$ cat src/cmd_map.vh
// Constants for the three-byte control message decoder
`ifndef CMD_MAP_VH
`define CMD_MAP_VH
// Address class boundaries
`define CMD_ADDR_INDIV_TOP   2'h0
`define CMD_ADDR_ORIG_TOP    2'h1
`define CMD_ADDR_TYPE_TOP    2'h2
`define CMD_ADDR_GROUP_TOP   3'h6
`define CMD_ADDR_RSVD_TOP    3'h7
`define CMD_ADDR_BCAST       8'hFF
// Command space boundaries
`define CMD_COMMON_TOP       1'h0
`define CMD_TYPESPEC_TOP     2'h2
`define CMD_MFR_TOP          2'h3
// Opcodes
`define CMD_DATALESS         8'h7F
`define CMD_OP_ENABLE_MFR    8'h10
`define CMD_OP_DISABLE_MFR   8'h11
`define CMD_OP_QUERY_TYPE    8'h12
`define CMD_OP_QUERY_MFR_EN  8'h13
`define CMD_OP_SET_GROUP_LO  8'h01
`define CMD_OP_SET_GROUP_HI  8'h02
`define CMD_OP_MFR_ID_READ   8'hC0
`define CMD_OP_TYPE_QUERY    8'h80
// Reply values
`define CMD_YES              8'hFF
// Device type range
`define CMD_TYPE_FIRST       8'h80
`define CMD_TYPE_LAST        8'h8C
// Identification store
`define CMD_ID_DEPTH         16
`define CMD_ID_AW            4
// Reset values
`define CMD_RST_BYTE         8'h00
`define CMD_RST_GROUP        32'h00000000
`endif

$ cat src/cmd_id_rom.v
// Read-only identification store with registered read data
`timescale 1ns/1ns
module cmd_id_rom
(
    input  wire       clk_sys,
    input  wire       rst_b,
    input  wire [3:0] addr,
    output reg  [7:0] rdata
);
`include "cmd_map.vh"
    // Arbitrary neutral identification content, sixteen bytes
    parameter [127:0] ID_CONTENT = 128'h0F0E0D0C0B0A09080706050403020100;

    // Registered read; no side effects on reads
    always @(posedge clk_sys or negedge rst_b)
    begin
        if (!rst_b)
            rdata <= `CMD_RST_BYTE;
        else
            rdata <= ID_CONTENT[{addr, 3'h0} +: 8];
    end
endmodule

$ cat src/cmd_addr_class.v
// Address byte classifier and membership match
`timescale 1ns/1ns
module cmd_addr_class
(
    input  wire [7:0]  addr_byte,
    input  wire [5:0]  own_addr,
    input  wire [7:0]  own_type,
    input  wire [31:0] groups,
    output wire        is_indiv,
    output wire        is_orig,
    output wire        is_type,
    output wire        is_group,
    output wire        is_rsvd,
    output wire        is_bcast,
    output wire        hit
);
`include "cmd_map.vh"
    // Class from top bits
    assign is_indiv = (addr_byte[7:6] == `CMD_ADDR_INDIV_TOP);
    assign is_orig  = (addr_byte[7:6] == `CMD_ADDR_ORIG_TOP);
    assign is_type  = (addr_byte[7:6] == `CMD_ADDR_TYPE_TOP);
    assign is_group = (addr_byte[7:5] == `CMD_ADDR_GROUP_TOP);
    assign is_bcast = (addr_byte == `CMD_ADDR_BCAST);
    assign is_rsvd  = (addr_byte[7:5] == `CMD_ADDR_RSVD_TOP) && !is_bcast;

    // Membership: originator messages are heard by all, reserved never
    assign hit = (is_indiv && (addr_byte[5:0] == own_addr))
               || is_orig
               || (is_type && (addr_byte == own_type))
               || (is_group && groups[addr_byte[4:0]])
               || is_bcast;
endmodule

$ cat src/cmd_decoder.v
// Three-byte control message decoder: addressing, command spaces, replies
//
// Function
// Top two address bits zero: individual address in low six bits.
// Address bits 01: originator address of the sender.
// Address bits 10: type address in low six bits.
// Address bits 110: group address in low five bits.
// Addresses 224 to 254 are reserved, not broadcast.
// Address 255 is broadcast, received by every device.
// Commands split: common, type-specific, manufacturer-specific ranges.
// Data commands: second byte opcode, third byte argument.
// Data-less indicator moves the opcode into the third byte.
// Common commands always served; undefined common codes are reserved.
// A query normally answers with one eight-bit value.
// Yes/no query: all ones for yes, no reply for no.
// Type-specific codes are interpreted by own device type.
// After reset manufacturer commands ignored except identification query.
// Manufacturer commands honoured only after individual enabling command.
// Identification read returns at least sixteen bytes.
// Identification read works whether manufacturer commands enabled or not.
// Identification fields read only, reading has no side effect.
// Own type code serves as type address; 0x80 to 0x8C defined.
// Manufacturer output should avoid broadcast addressing.
// Multi-type devices hold one individual address per type.
// Reserved or unmatched addresses are dropped without response.
`timescale 1ns/1ns
module cmd_decoder
(
    input  wire        clk_sys,
    input  wire        rst_b,
    input  wire        msg_valid,
    input  wire [7:0]  msg_addr,
    input  wire [7:0]  msg_cmd,
    input  wire [7:0]  msg_data,
    input  wire [5:0]  own_addr,
    input  wire [7:0]  own_type,
    input  wire        reply_ready,
    output wire        reply_valid,
    output reg  [7:0]  reply_data,
    output reg         mfr_enabled,
    output reg         exec_valid,
    output reg  [1:0]  exec_space,
    output reg  [7:0]  exec_opcode,
    output reg  [7:0]  exec_arg,
    output reg         exec_dataless,
    output reg  [2:0]  addr_class,
    output reg         msg_dropped,
    output reg  [31:0] group_member
);
`include "cmd_map.vh"

    // ------------------------------------------------------------
    // Interface summary
    // ------------------------------------------------------------
    // msg_valid strobes all three message bytes in a single cycle.
    // exec_valid and msg_dropped are one-cycle registered pulses; the other exec_* hold until the next take.
    // reply_valid stands until reply_ready; new messages are refused meanwhile.
    // mfr_enabled and group_member are kept state, cleared by reset, CMD_OP_DISABLE_MFR and CMD_OP_SET_GROUP_LO.
    // The sender must leave a reply time to drain before the next message,
    // otherwise that message is dropped rather than queued.
    // Own address and type are levels and are expected to be quiet in use.

    // ------------------------------------------------------------
    // Local encodings
    // ------------------------------------------------------------
    localparam [1:0] SP_COMMON = 2'h0;
    localparam [1:0] SP_TYPE   = 2'h1;
    localparam [1:0] SP_MFR    = 2'h2;

    localparam [2:0] CL_INDIV = 3'h0;
    localparam [2:0] CL_ORIG  = 3'h1;
    localparam [2:0] CL_TYPE  = 3'h2;
    localparam [2:0] CL_GROUP = 3'h3;
    localparam [2:0] CL_RSVD  = 3'h4;
    localparam [2:0] CL_BCAST = 3'h5;

    // One-hot states of the reply engine
    localparam [2:0] ST_IDLE  = 3'h1;
    localparam [2:0] ST_ROM   = 3'h2;
    localparam [2:0] ST_REPLY = 3'h4;

    // ------------------------------------------------------------
    // Address decoding
    // ------------------------------------------------------------
    wire is_indiv;
    wire is_orig;
    wire is_type;
    wire is_group;
    wire is_rsvd;
    wire is_bcast;
    wire addr_hit;

    cmd_addr_class u_class
    (
        .addr_byte (msg_addr),
        .own_addr  (own_addr),
        .own_type  (own_type),
        .groups    (group_member),
        .is_indiv  (is_indiv),
        .is_orig   (is_orig),
        .is_type   (is_type),
        .is_group  (is_group),
        .is_rsvd   (is_rsvd),
        .is_bcast  (is_bcast),
        .hit       (addr_hit)
    );

    // Own type outside the defined list refuses type-specific commands
    wire type_known = (own_type >= `CMD_TYPE_FIRST) && (own_type <= `CMD_TYPE_LAST);

    // One individual address per instance; a multi-type device uses one per type
    wire to_me = is_indiv && (msg_addr[5:0] == own_addr);

    // ------------------------------------------------------------
    // Command decoding
    // ------------------------------------------------------------
    // Data-less indicator pulls the real opcode from the third byte
    wire       dataless = (msg_cmd == `CMD_DATALESS);
    wire [7:0] opcode   = dataless ? msg_data : msg_cmd;
    wire [7:0] argument = dataless ? `CMD_RST_BYTE : msg_data;

    // Space is taken from the effective opcode
    wire sp_common = (opcode[7] == `CMD_COMMON_TOP);
    wire sp_type   = (opcode[7:6] == `CMD_TYPESPEC_TOP);
    wire sp_mfr    = (opcode[7:6] == `CMD_MFR_TOP);

    // Identification read passes the manufacturer gate
    wire is_id_read = sp_mfr && (opcode == `CMD_OP_MFR_ID_READ);

    // Originator messages carry sensor data, not commands for us
    wire accept = msg_valid && addr_hit && !is_rsvd && !is_orig;

    // Manufacturer commands gated by enable; the read always passes
    wire mfr_ok = mfr_enabled || is_id_read;

    // Type-specific commands only mean something for a known own type
    wire type_ok = type_known;

    // Each space has its own permit; the common space is always open
    wire space_ok = sp_common || (sp_type && type_ok) || (sp_mfr && mfr_ok);
    wire run_cmd  = accept && space_ok;

    // ------------------------------------------------------------
    // Reply engine and identification store
    // ------------------------------------------------------------
    // Timing seen from the bus side:
    //   query taken on edge 0, reply byte standing from edge 0
    //   identification read taken on edge 0, store read on that same edge,
    //   byte copied into reply_data on edge 1, standing from edge 1 on
    //   the byte stands until the transmitter shows ready
    //   the store is addressed early because its read data are registered
    reg  [2:0] state;
    reg  [2:0] next_state;
    reg  [3:0] id_index;
    wire [7:0] id_byte;
    wire [3:0] rom_addr;
    reg        query_reply;
    reg  [7:0] query_value;

    cmd_id_rom u_rom
    (
        .clk_sys (clk_sys),
        .rst_b   (rst_b),
        .addr    (rom_addr),
        .rdata   (id_byte)
    );

    // Replies carry no address, so manufacturer data go only to the asker
    assign reply_valid = (state == ST_REPLY);

    // Reply handshake completes on valid and ready together
    wire reply_done = reply_valid && reply_ready;

    // New messages are only taken when no reply is pending
    wire take = run_cmd && (state == ST_IDLE);

    // Present the new index on the taking edge so the byte is ready one edge later
    assign rom_addr = (take && is_id_read) ? argument[3:0] : id_index;

    // Next state
    always @*
    begin
        next_state = state;
        case (state)
            ST_IDLE:
                if (take && is_id_read)
                    next_state = ST_ROM;
                else if (take && query_reply)
                    next_state = ST_REPLY;
            ST_ROM:
                next_state = ST_REPLY;
            ST_REPLY:
                if (reply_done)
                    next_state = ST_IDLE;
            default:
                next_state = ST_IDLE;
        endcase
    end

    // ------------------------------------------------------------
    // Query answers
    // ------------------------------------------------------------
    // Yes/no: yes is all ones, no sends nothing at all
    always @*
    begin
        query_reply = 1'b0;
        query_value = `CMD_RST_BYTE;
        if (sp_common && dataless)
        begin
            case (opcode)
                `CMD_OP_QUERY_TYPE:
                begin
                    query_reply = 1'b1;
                    query_value = own_type;
                end
                `CMD_OP_QUERY_MFR_EN:
                begin
                    query_reply = mfr_enabled;
                    query_value = `CMD_YES;
                end
                default:
                begin
                    query_reply = 1'b0;
                    query_value = `CMD_RST_BYTE;
                end
            endcase
        end
        else if (sp_type && dataless && opcode == `CMD_OP_TYPE_QUERY)
        begin
            query_reply = 1'b1;
            query_value = own_type;
        end
    end

    // State and identification index
    always @(posedge clk_sys or negedge rst_b)
    begin
        if (!rst_b)
        begin
            state    <= ST_IDLE;
            id_index <= 4'h0;
        end
        else
        begin
            state <= next_state;
            // Argument low nibble selects the byte; sixteen bytes present
            if (take && is_id_read)
                id_index <= argument[3:0];
        end
    end

    // Reply data register
    always @(posedge clk_sys or negedge rst_b)
    begin
        if (!rst_b)
            reply_data <= `CMD_RST_BYTE;
        else if (state == ST_ROM)
            reply_data <= id_byte;
        else if (take && query_reply && !is_id_read)
            reply_data <= query_value;
    end

    // ------------------------------------------------------------
    // Configuration state
    // ------------------------------------------------------------
    // Enabling must come individually addressed; broadcast cannot enable
    always @(posedge clk_sys or negedge rst_b)
    begin
        if (!rst_b)
            mfr_enabled <= 1'b0;
        else if (take && to_me && sp_common && dataless && opcode == `CMD_OP_ENABLE_MFR)
            mfr_enabled <= 1'b1;
        else if (take && sp_common && dataless && opcode == `CMD_OP_DISABLE_MFR)
            mfr_enabled <= 1'b0;
    end

    // Group membership set by data commands, five-bit group index in argument
    always @(posedge clk_sys or negedge rst_b)
    begin
        if (!rst_b)
            group_member <= `CMD_RST_GROUP;
        else if (take && sp_common && !dataless && opcode == `CMD_OP_SET_GROUP_LO)
            group_member[argument[4:0]] <= 1'b0;
        else if (take && sp_common && !dataless && opcode == `CMD_OP_SET_GROUP_HI)
            group_member[argument[4:0]] <= 1'b1;
    end

    // ------------------------------------------------------------
    // Executed command output to the device-specific logic
    // ------------------------------------------------------------
    // Identification read is handled here and not passed on
    always @(posedge clk_sys or negedge rst_b)
    begin
        if (!rst_b)
        begin
            exec_valid    <= 1'b0;
            exec_space    <= SP_COMMON;
            exec_opcode   <= `CMD_RST_BYTE;
            exec_arg      <= `CMD_RST_BYTE;
            exec_dataless <= 1'b0;
        end
        else
        begin
            exec_valid <= take && !is_id_read;
            if (take)
            begin
                exec_space    <= sp_mfr ? SP_MFR : (sp_type ? SP_TYPE : SP_COMMON);
                exec_opcode   <= opcode;
                exec_arg      <= argument;
                exec_dataless <= dataless;
            end
        end
    end

    // ------------------------------------------------------------
    // Address class report and drop flag
    // ------------------------------------------------------------
    always @(posedge clk_sys or negedge rst_b)
    begin
        if (!rst_b)
        begin
            addr_class  <= CL_INDIV;
            msg_dropped <= 1'b0;
        end
        else
        begin
            msg_dropped <= msg_valid && !take;
            if (msg_valid)
            begin
                if (is_bcast)
                    addr_class <= CL_BCAST;
                else if (is_rsvd)
                    addr_class <= CL_RSVD;
                else if (is_group)
                    addr_class <= CL_GROUP;
                else if (is_type)
                    addr_class <= CL_TYPE;
                else if (is_orig)
                    addr_class <= CL_ORIG;
                else
                    addr_class <= CL_INDIV;
            end
        end
    end
endmodule

$ cat config.mk
export PLATFORM = sky130hd
export DESIGN_NAME = cmd_decoder
export DESIGN_NICKNAME = d
export VERILOG_FILES = /design/src/cmd_id_rom.v /design/src/cmd_addr_class.v /design/src/cmd_decoder.v
export VERILOG_INCLUDE_DIRS = /design/src /design/src/src
export SDC_FILE = /design/constraint.sdc
export NUM_CORES = 1
export LEC_CHECK = 0
export CORE_UTILIZATION = 67
export CTS_BUF_LIST = sky130_fd_sc_hd__clkbuf_8
export DETAILED_ROUTE_END_ITERATION = 16
export DONT_BUFFER_PORTS = 1
export PLACE_DENSITY = 0.82
export SYNTH_ARGS = -nofsm -noshare
export SYNTH_HDL_FRONTEND = slang
export SYNTH_HIERARCHICAL = 1
export SYNTH_SLANG_ARGS = --single-unit
$ cat constraint.sdc
create_clock -name clk_sys -period 6.52 [get_ports clk_sys]
set_input_delay 0.978 -clock clk_sys [delete_from_list [all_inputs] [get_ports clk_sys]]
set_output_delay 0.978 -clock clk_sys [all_outputs]
set_load 0.01 [all_outputs]
# ---- Yosys cells after proc, flatten, opt, wreduce, memory -nomap -nowiden
# Index checks and enable logic that the tools add are counted.
dict set report word_totals {
  reg_bits 80
  input_bits 42
  out_inout_bits 66
  word_cells 127
}
dict set report classes {
  magnitude_cmp 5
  eq_ne 23
  n_shift 1
  mux 30
  bitwise 4
  reduce_logical 51
}
# operator count
set ops {}
lappend ops {{$shiftx A128 B8 Y8 const A} 1}
lappend ops {{$mux W32} 2}
lappend ops {{$mux W8} 6}
lappend ops {{$logic_and A1 B1 Y1} 33}
lappend ops {{$and A32 B32 Y32} 1}
lappend ops {{$eq A8 B5 Y1 const B} 4}
lappend ops {{$not A32 Y32} 1}
lappend ops {{$or A32 B32 Y32} 1}
lappend ops {{$eq A8 B8 Y1 const B} 3}
lappend ops {{$pmux W8 S2} 1}
lappend ops {{$mux W3} 5}
lappend ops {{$lt A5 B6 Y1 const B} 2}
lappend ops {{$eq A3 B3 Y1 const B} 3}
lappend ops {{$pmux W3 S3} 1}
lappend ops {{$eq A8 B1 Y1 const B} 1}
lappend ops {{$eq A8 B2 Y1 const B} 1}
lappend ops {{$eq A8 B7 Y1 const B} 1}
lappend ops {{$eq A8 B8 Y1} 1}
lappend ops {{$ge A8 B8 Y1 const B} 1}
lappend ops {{$le A8 B8 Y1 const B} 1}
lappend ops {{$mux W1} 8}
lappend ops {{$logic_or A1 B1 Y1} 7}
lappend ops {{$eq A2 B2 Y1 const B} 3}
lappend ops {{$eq A6 B6 Y1} 1}
lappend ops {{other kinds (16)} 25}

# ---- Logic depth before layout (Yosys ltp)
dict set report logic_depth {
  ltp_word 16
  ltp_mapped 14
  ltp_nobuf 10
}

# ---- By module
# The synthesis kept the hierarchy.
# module instances cells_each area_each_um2 seq_area_each_um2
set by_module_without_submodules {}
lappend by_module_without_submodules {cmd_decoder 1 358 3619.7 1803.0}
lappend by_module_without_submodules {cmd_addr_class 1 61 518.0 0.0}
lappend by_module_without_submodules {cmd_id_rom 1 9 133.9 100.1}

# ---- Least setup slack after synthesis
# No wires, ideal clock.
dict set report synth_timing {
  kind {input port to flip-flop}
  startpoint {input port msg_addr[1]}
  endpoint {register (tool-made name)}
  setup_time_ns 0.125
  t_arrival_ns 3.247
  t_required_ns 6.395
  slack_ns 3.148
  stages 12
  n_path_buf 3
  path_cell_list {clkbuf_2 > buf_4 > a2111oi_0 > o311ai_0 > nand4_1 > nand2_1 > nand4_1 > a21oi_1 > o31ai_2 > or4_4 > buf_2 > mux2_2}
}
# element line_no
set synth_lines {}
lappend synth_lines {{start: declaration} cmd_decoder.v:32} ;# input wire [7:0] msg_addr,

# ---- Worst setup path after layout
dict set report layout_timing {
  startpoint {input port msg_cmd[1]}
  endpoint {register reply_data[3]}
}
dict set report layout_between {
  elab_chain_len 12
  word_cells_on_any_way 32
  cone_classes {eq/ne: 7; mux: 9; bitwise: 1; reduce/logical: 15}
}
# element line_no
set layout_lines {}
lappend layout_lines {{start: declaration} cmd_decoder.v:33} ;# input wire [7:0] msg_cmd,
lappend layout_lines {{$eq A8 B7 Y1 (no line)} --}
lappend layout_lines {{$mux W8} cmd_decoder.v:119} ;# wire [7:0] opcode = dataless ? msg_data : msg_cmd;
lappend layout_lines {{$eq A8 B8 Y1 (no line) or $eq A2 B2 Y1 (tied branches)} --}
lappend layout_lines {{$logic_and A1 B1 Y1} cmd_decoder.v:128} ;# wire is_id_read = sp_mfr && (opcode == `CMD_OP_MFR_ID_READ);
lappend layout_lines {{$logic_or A1 B1 Y1} cmd_decoder.v:134} ;# wire mfr_ok = mfr_enabled || is_id_read;
lappend layout_lines {{$logic_and A1 B1 Y1} cmd_decoder.v:140} ;# wire space_ok = sp_common || (sp_type && type_ok) || (sp_mfr && mfr_ok);
lappend layout_lines {{$logic_or A1 B1 Y1} cmd_decoder.v:140}
lappend layout_lines {{$logic_and A1 B1 Y1} cmd_decoder.v:141} ;# wire run_cmd = accept && space_ok;
lappend layout_lines {{$logic_and A1 B1 Y1} cmd_decoder.v:175} ;# wire take = run_cmd && (state == ST_IDLE);
lappend layout_lines {{$logic_and A1 B1 Y1 (2 in a row)} cmd_decoder.v:259} ;# else if (take && query_reply && !is_id_read)
lappend layout_lines {{$reduce_bool A2 Y1 (no line)} --}
lappend layout_lines {{end signal: assignment} cmd_decoder.v:256} ;# reply_data <= `CMD_RST_BYTE;
lappend layout_lines {{end signal: assignment} cmd_decoder.v:258} ;# reply_data <= id_byte;
lappend layout_lines {{end signal: assignment} cmd_decoder.v:260} ;# reply_data <= query_value;
lappend layout_lines {{end: declaration} cmd_decoder.v:39} ;# output reg [7:0] reply_data,
# Parallel ways exist; a longest one is shown, timed or not. The select of a mux whose other input is x is not followed.
# A chain may end at the register's enable or synchronous reset.

==> results.cfg <==
[cts]
cts_tree = done
clkSinkCount = 76
cts_resized = 0
cts_max_level = 3
cts_hold_buffers = 0
clock_latency_ns = 0.35
cts_inserted_buffers = 9
root_buffer = clkbuf_8
cts.clk_slew.worst_paths_ns = 0.08
clockBufferDepth = 2
postCtsSetupBuffers = 0

[synth]
synthCells = 428
synthMuxAreaShare_pct = 16.5
avgSynthCellArea_sq_um = 9.98
synth.top_cell.area_share_pct = 43.9
yosys.area_share.xor_xnor_pct = 3.90
synth-main-ff-cell = dfrtp_1
yosys.area.top_type = dfrtp_1
synth_edf_count = 0
syn-cell-area_sq_mm = 0.00427
synth_compound_area_share_pct = 10.6
async_flop_share_pct = 100
synth_top_family_by_area = simple AND/OR/NAND/NOR gates
synth.area.top_cells = dfrtp_1 (44%), mux2_2 (12%), nand2_1 (6.6%), o21ai_0 (3.7%), xnor2_1 (2.9%)
synth-simple-area-share_pct = 20.2
ys_types = 58
synth_fa_ha_area_share_pct = 0
ys_seq_elements = 76
synth-seq-area-share_pct = 44.6
ys.warnings.count = 6

[setup_path]
max_stage_delay_ns = 0.74
ff2ff_setup_slack_ns = 3.40
required_ns = 6.76
cp_top_family = compound AO/OA/AOI/OAI gates
crit_type = input pin to flip-flop
end_kind = flip-flop
crit_slowest_cell = o21ai_1
startpoint_type = input pin
worstPathArrival_ns = 3.68
crit_cells = 6
r2r_cells = 10
cp_max_fo = 11
path_cells = nand4_1 > or4_4 > a221oi_4 > o31ai_4 > o21ai_1 > mux2_2
crit_buf_inv = 0

[grt]
grt_pass1_wl_microns = 15500
grt_pass1_vias = 3120
grt-ovfl-total = 0
grt_usage_pct = 31.7
grt_max_degree = 77
antenna_found_initial = 0

[floorplanning]
dieArea_sq_mm = 0.00670
die_y_microns = 81.8
die_w_microns = 81.8
core-area_sq_mm = 0.00603
num_rows = 28
start_util_pct = 70.9
io-pin-count = 108

[detailed_routing]
drt-initial-drc-count = 263
drc = 0
num_vias = 3238
drt-total-wl_microns = 9790
drtAntennaViolNets = 0
post_drt_wl_per_cell_microns = 19.7
dr.pass1.iters = 5
avgViaCountPerCell = 6.52

[timing]
worst_pin_slew_ns = 0.940
fin_crit_sh_pct = 52.9
slew_headroom_pct = 36.8
max_freq_mhz = 290
hold_viol_final = 0
slew_viol_final = 0
tns_ns = 0
period_needed_ns = 3.45
fin_skew_ns = 0.00602
setup_viol = 0
rsz0062_at_grt = false

[cells_and_area]
utilization_pct = 73.4
antenna_cells = 0
fin_nets = 460
drive_above_1_share_pct = 18.5
area_growth_pct = 3.51
fillers = 434

[worst_hold_path]
min_path_type = input pin to asynchronous set/reset pin

[outcome]
outcome = finished clean

[run]
maxCapViolCount = 0

[power]
cellLeakagePower_nw = 1.94
p_per_area_mw_per_mm2 = 208
ir_drop_mv = 0.140

[place]
gp_congestion = 0.921
numPortBuffers = 0
hpwl_microns = 7110
## where the power goes
group	internal (mW)	switching [mW]
Clock	0.132	0.169
Sequential	0.505	0.0383
Combinational	0.0351	0.0401
## cells in the mapped netlist, types with 2 or more instances
cell / n
a21oi_1: 14
and2_1: 2
buf_2: 8
buf_4: 5
clkbuf_1: 9
clkbuf_2: 2
dfrtp_1: 75
inv_1: 11
mux2_1: 2
mux2_2: 45
mux2i_1: 5
mux4_1: 3
mux4_2: 2
nand2_1: 75
nand2b_1: 5
nand3_1: 5
nand3b_1: 3
nand4_1: 6
nand4b_1: 4
nand4bb_1: 2
nor2_1: 19
nor2b_1: 4
nor3_1: 13
nor3b_1: 4
nor4_1: 4
nor4_2: 4
nor4b_1: 2
o211ai_1: 3
o21a_1: 2
o21ai_0: 32
o22ai_1: 2
o311ai_0: 2
o31ai_1: 4
or2_2: 4
or3_1: 4
or4_1: 2
or4_4: 2
xnor2_1: 14
xor2_1: 5
## metal layers
metal  track usage [%]  wire, microns
met4              13.7            267
met2              51.1           4670
met3              7.89            793
met1              40.5           4060
met5                 0              0
## final cells by class
cell class              instances  area [sq um]  area share [%]
repair buffers                  2          15.0           0.340
inverters                      11          41.3           0.934
multi-input cells             318          2210            50.0
clock buffers                   9           124            2.80
flip-flops and latches         76          1900            43.0
clock inverters                 6          33.8           0.764
well taps                      75          93.8            2.12
## metrics by stage
| stage | cells | hold WS, ns | total power, mW | worst slack, ns | cell area [sq um] |
|---|---|---|---|---|---|
| 2_1_floorplan | 431 | 0.470 | 0.619 | 3.15 | 4280 |
| 3_3_place_gp | 482 | 0.484 | 0.625 | 2.85 | 4260 |
| 3_5_place_dp | 482 | 0.495 | 0.628 | 2.77 | 4260 |
| 4_1_cts | 497 | 0.311 | 0.924 | 3.14 | 4420 |
| 5_1_grt | 497 | 0.300 | 0.959 | 2.93 | 4420 |
| 6_report | 497 | 0.316 | 0.920 | 3.07 | 4420 |
## placed cells by master (no fill, tap or decap), types with 5 or more instances in the layout
master	n
a21oi_1	14
xor2_1	5
mux2i_1	5
clkbuf_8	9
nand2b_1	5
xnor2_1	14
mux2_2	45
inv_1	12
nand2_1	75
nand3_1	5
o21ai_0	32
dfrtp_1	75
nor2_1	19
nor3_1	13
nand4_1	6
## worst max path at each step
stage               slack [ns]            end        start
global placement          2.85  reply_data[5]   msg_cmd[1]
global route              2.93      flip-flop   msg_cmd[7]
detailed placement        2.77  reply_data[7]   msg_cmd[1]
finish                    3.07  reply_data[3]   msg_cmd[1]
CTS                       3.14  reply_data[7]   msg_cmd[1]
floorplan                 3.15      flip-flop  msg_addr[1]
## cells by family (layout without fill, tap and decap cells)
family / after synthesis / after routing
compound gates: 71 / 71
xor+xnor: 19 / 19
buf+inv: 37 / 28
flops: 76 / 76
mux: 57 / 57
other cells: 1 / 4
simple gates: 167 / 167
(Power assumes the default switching activity.)
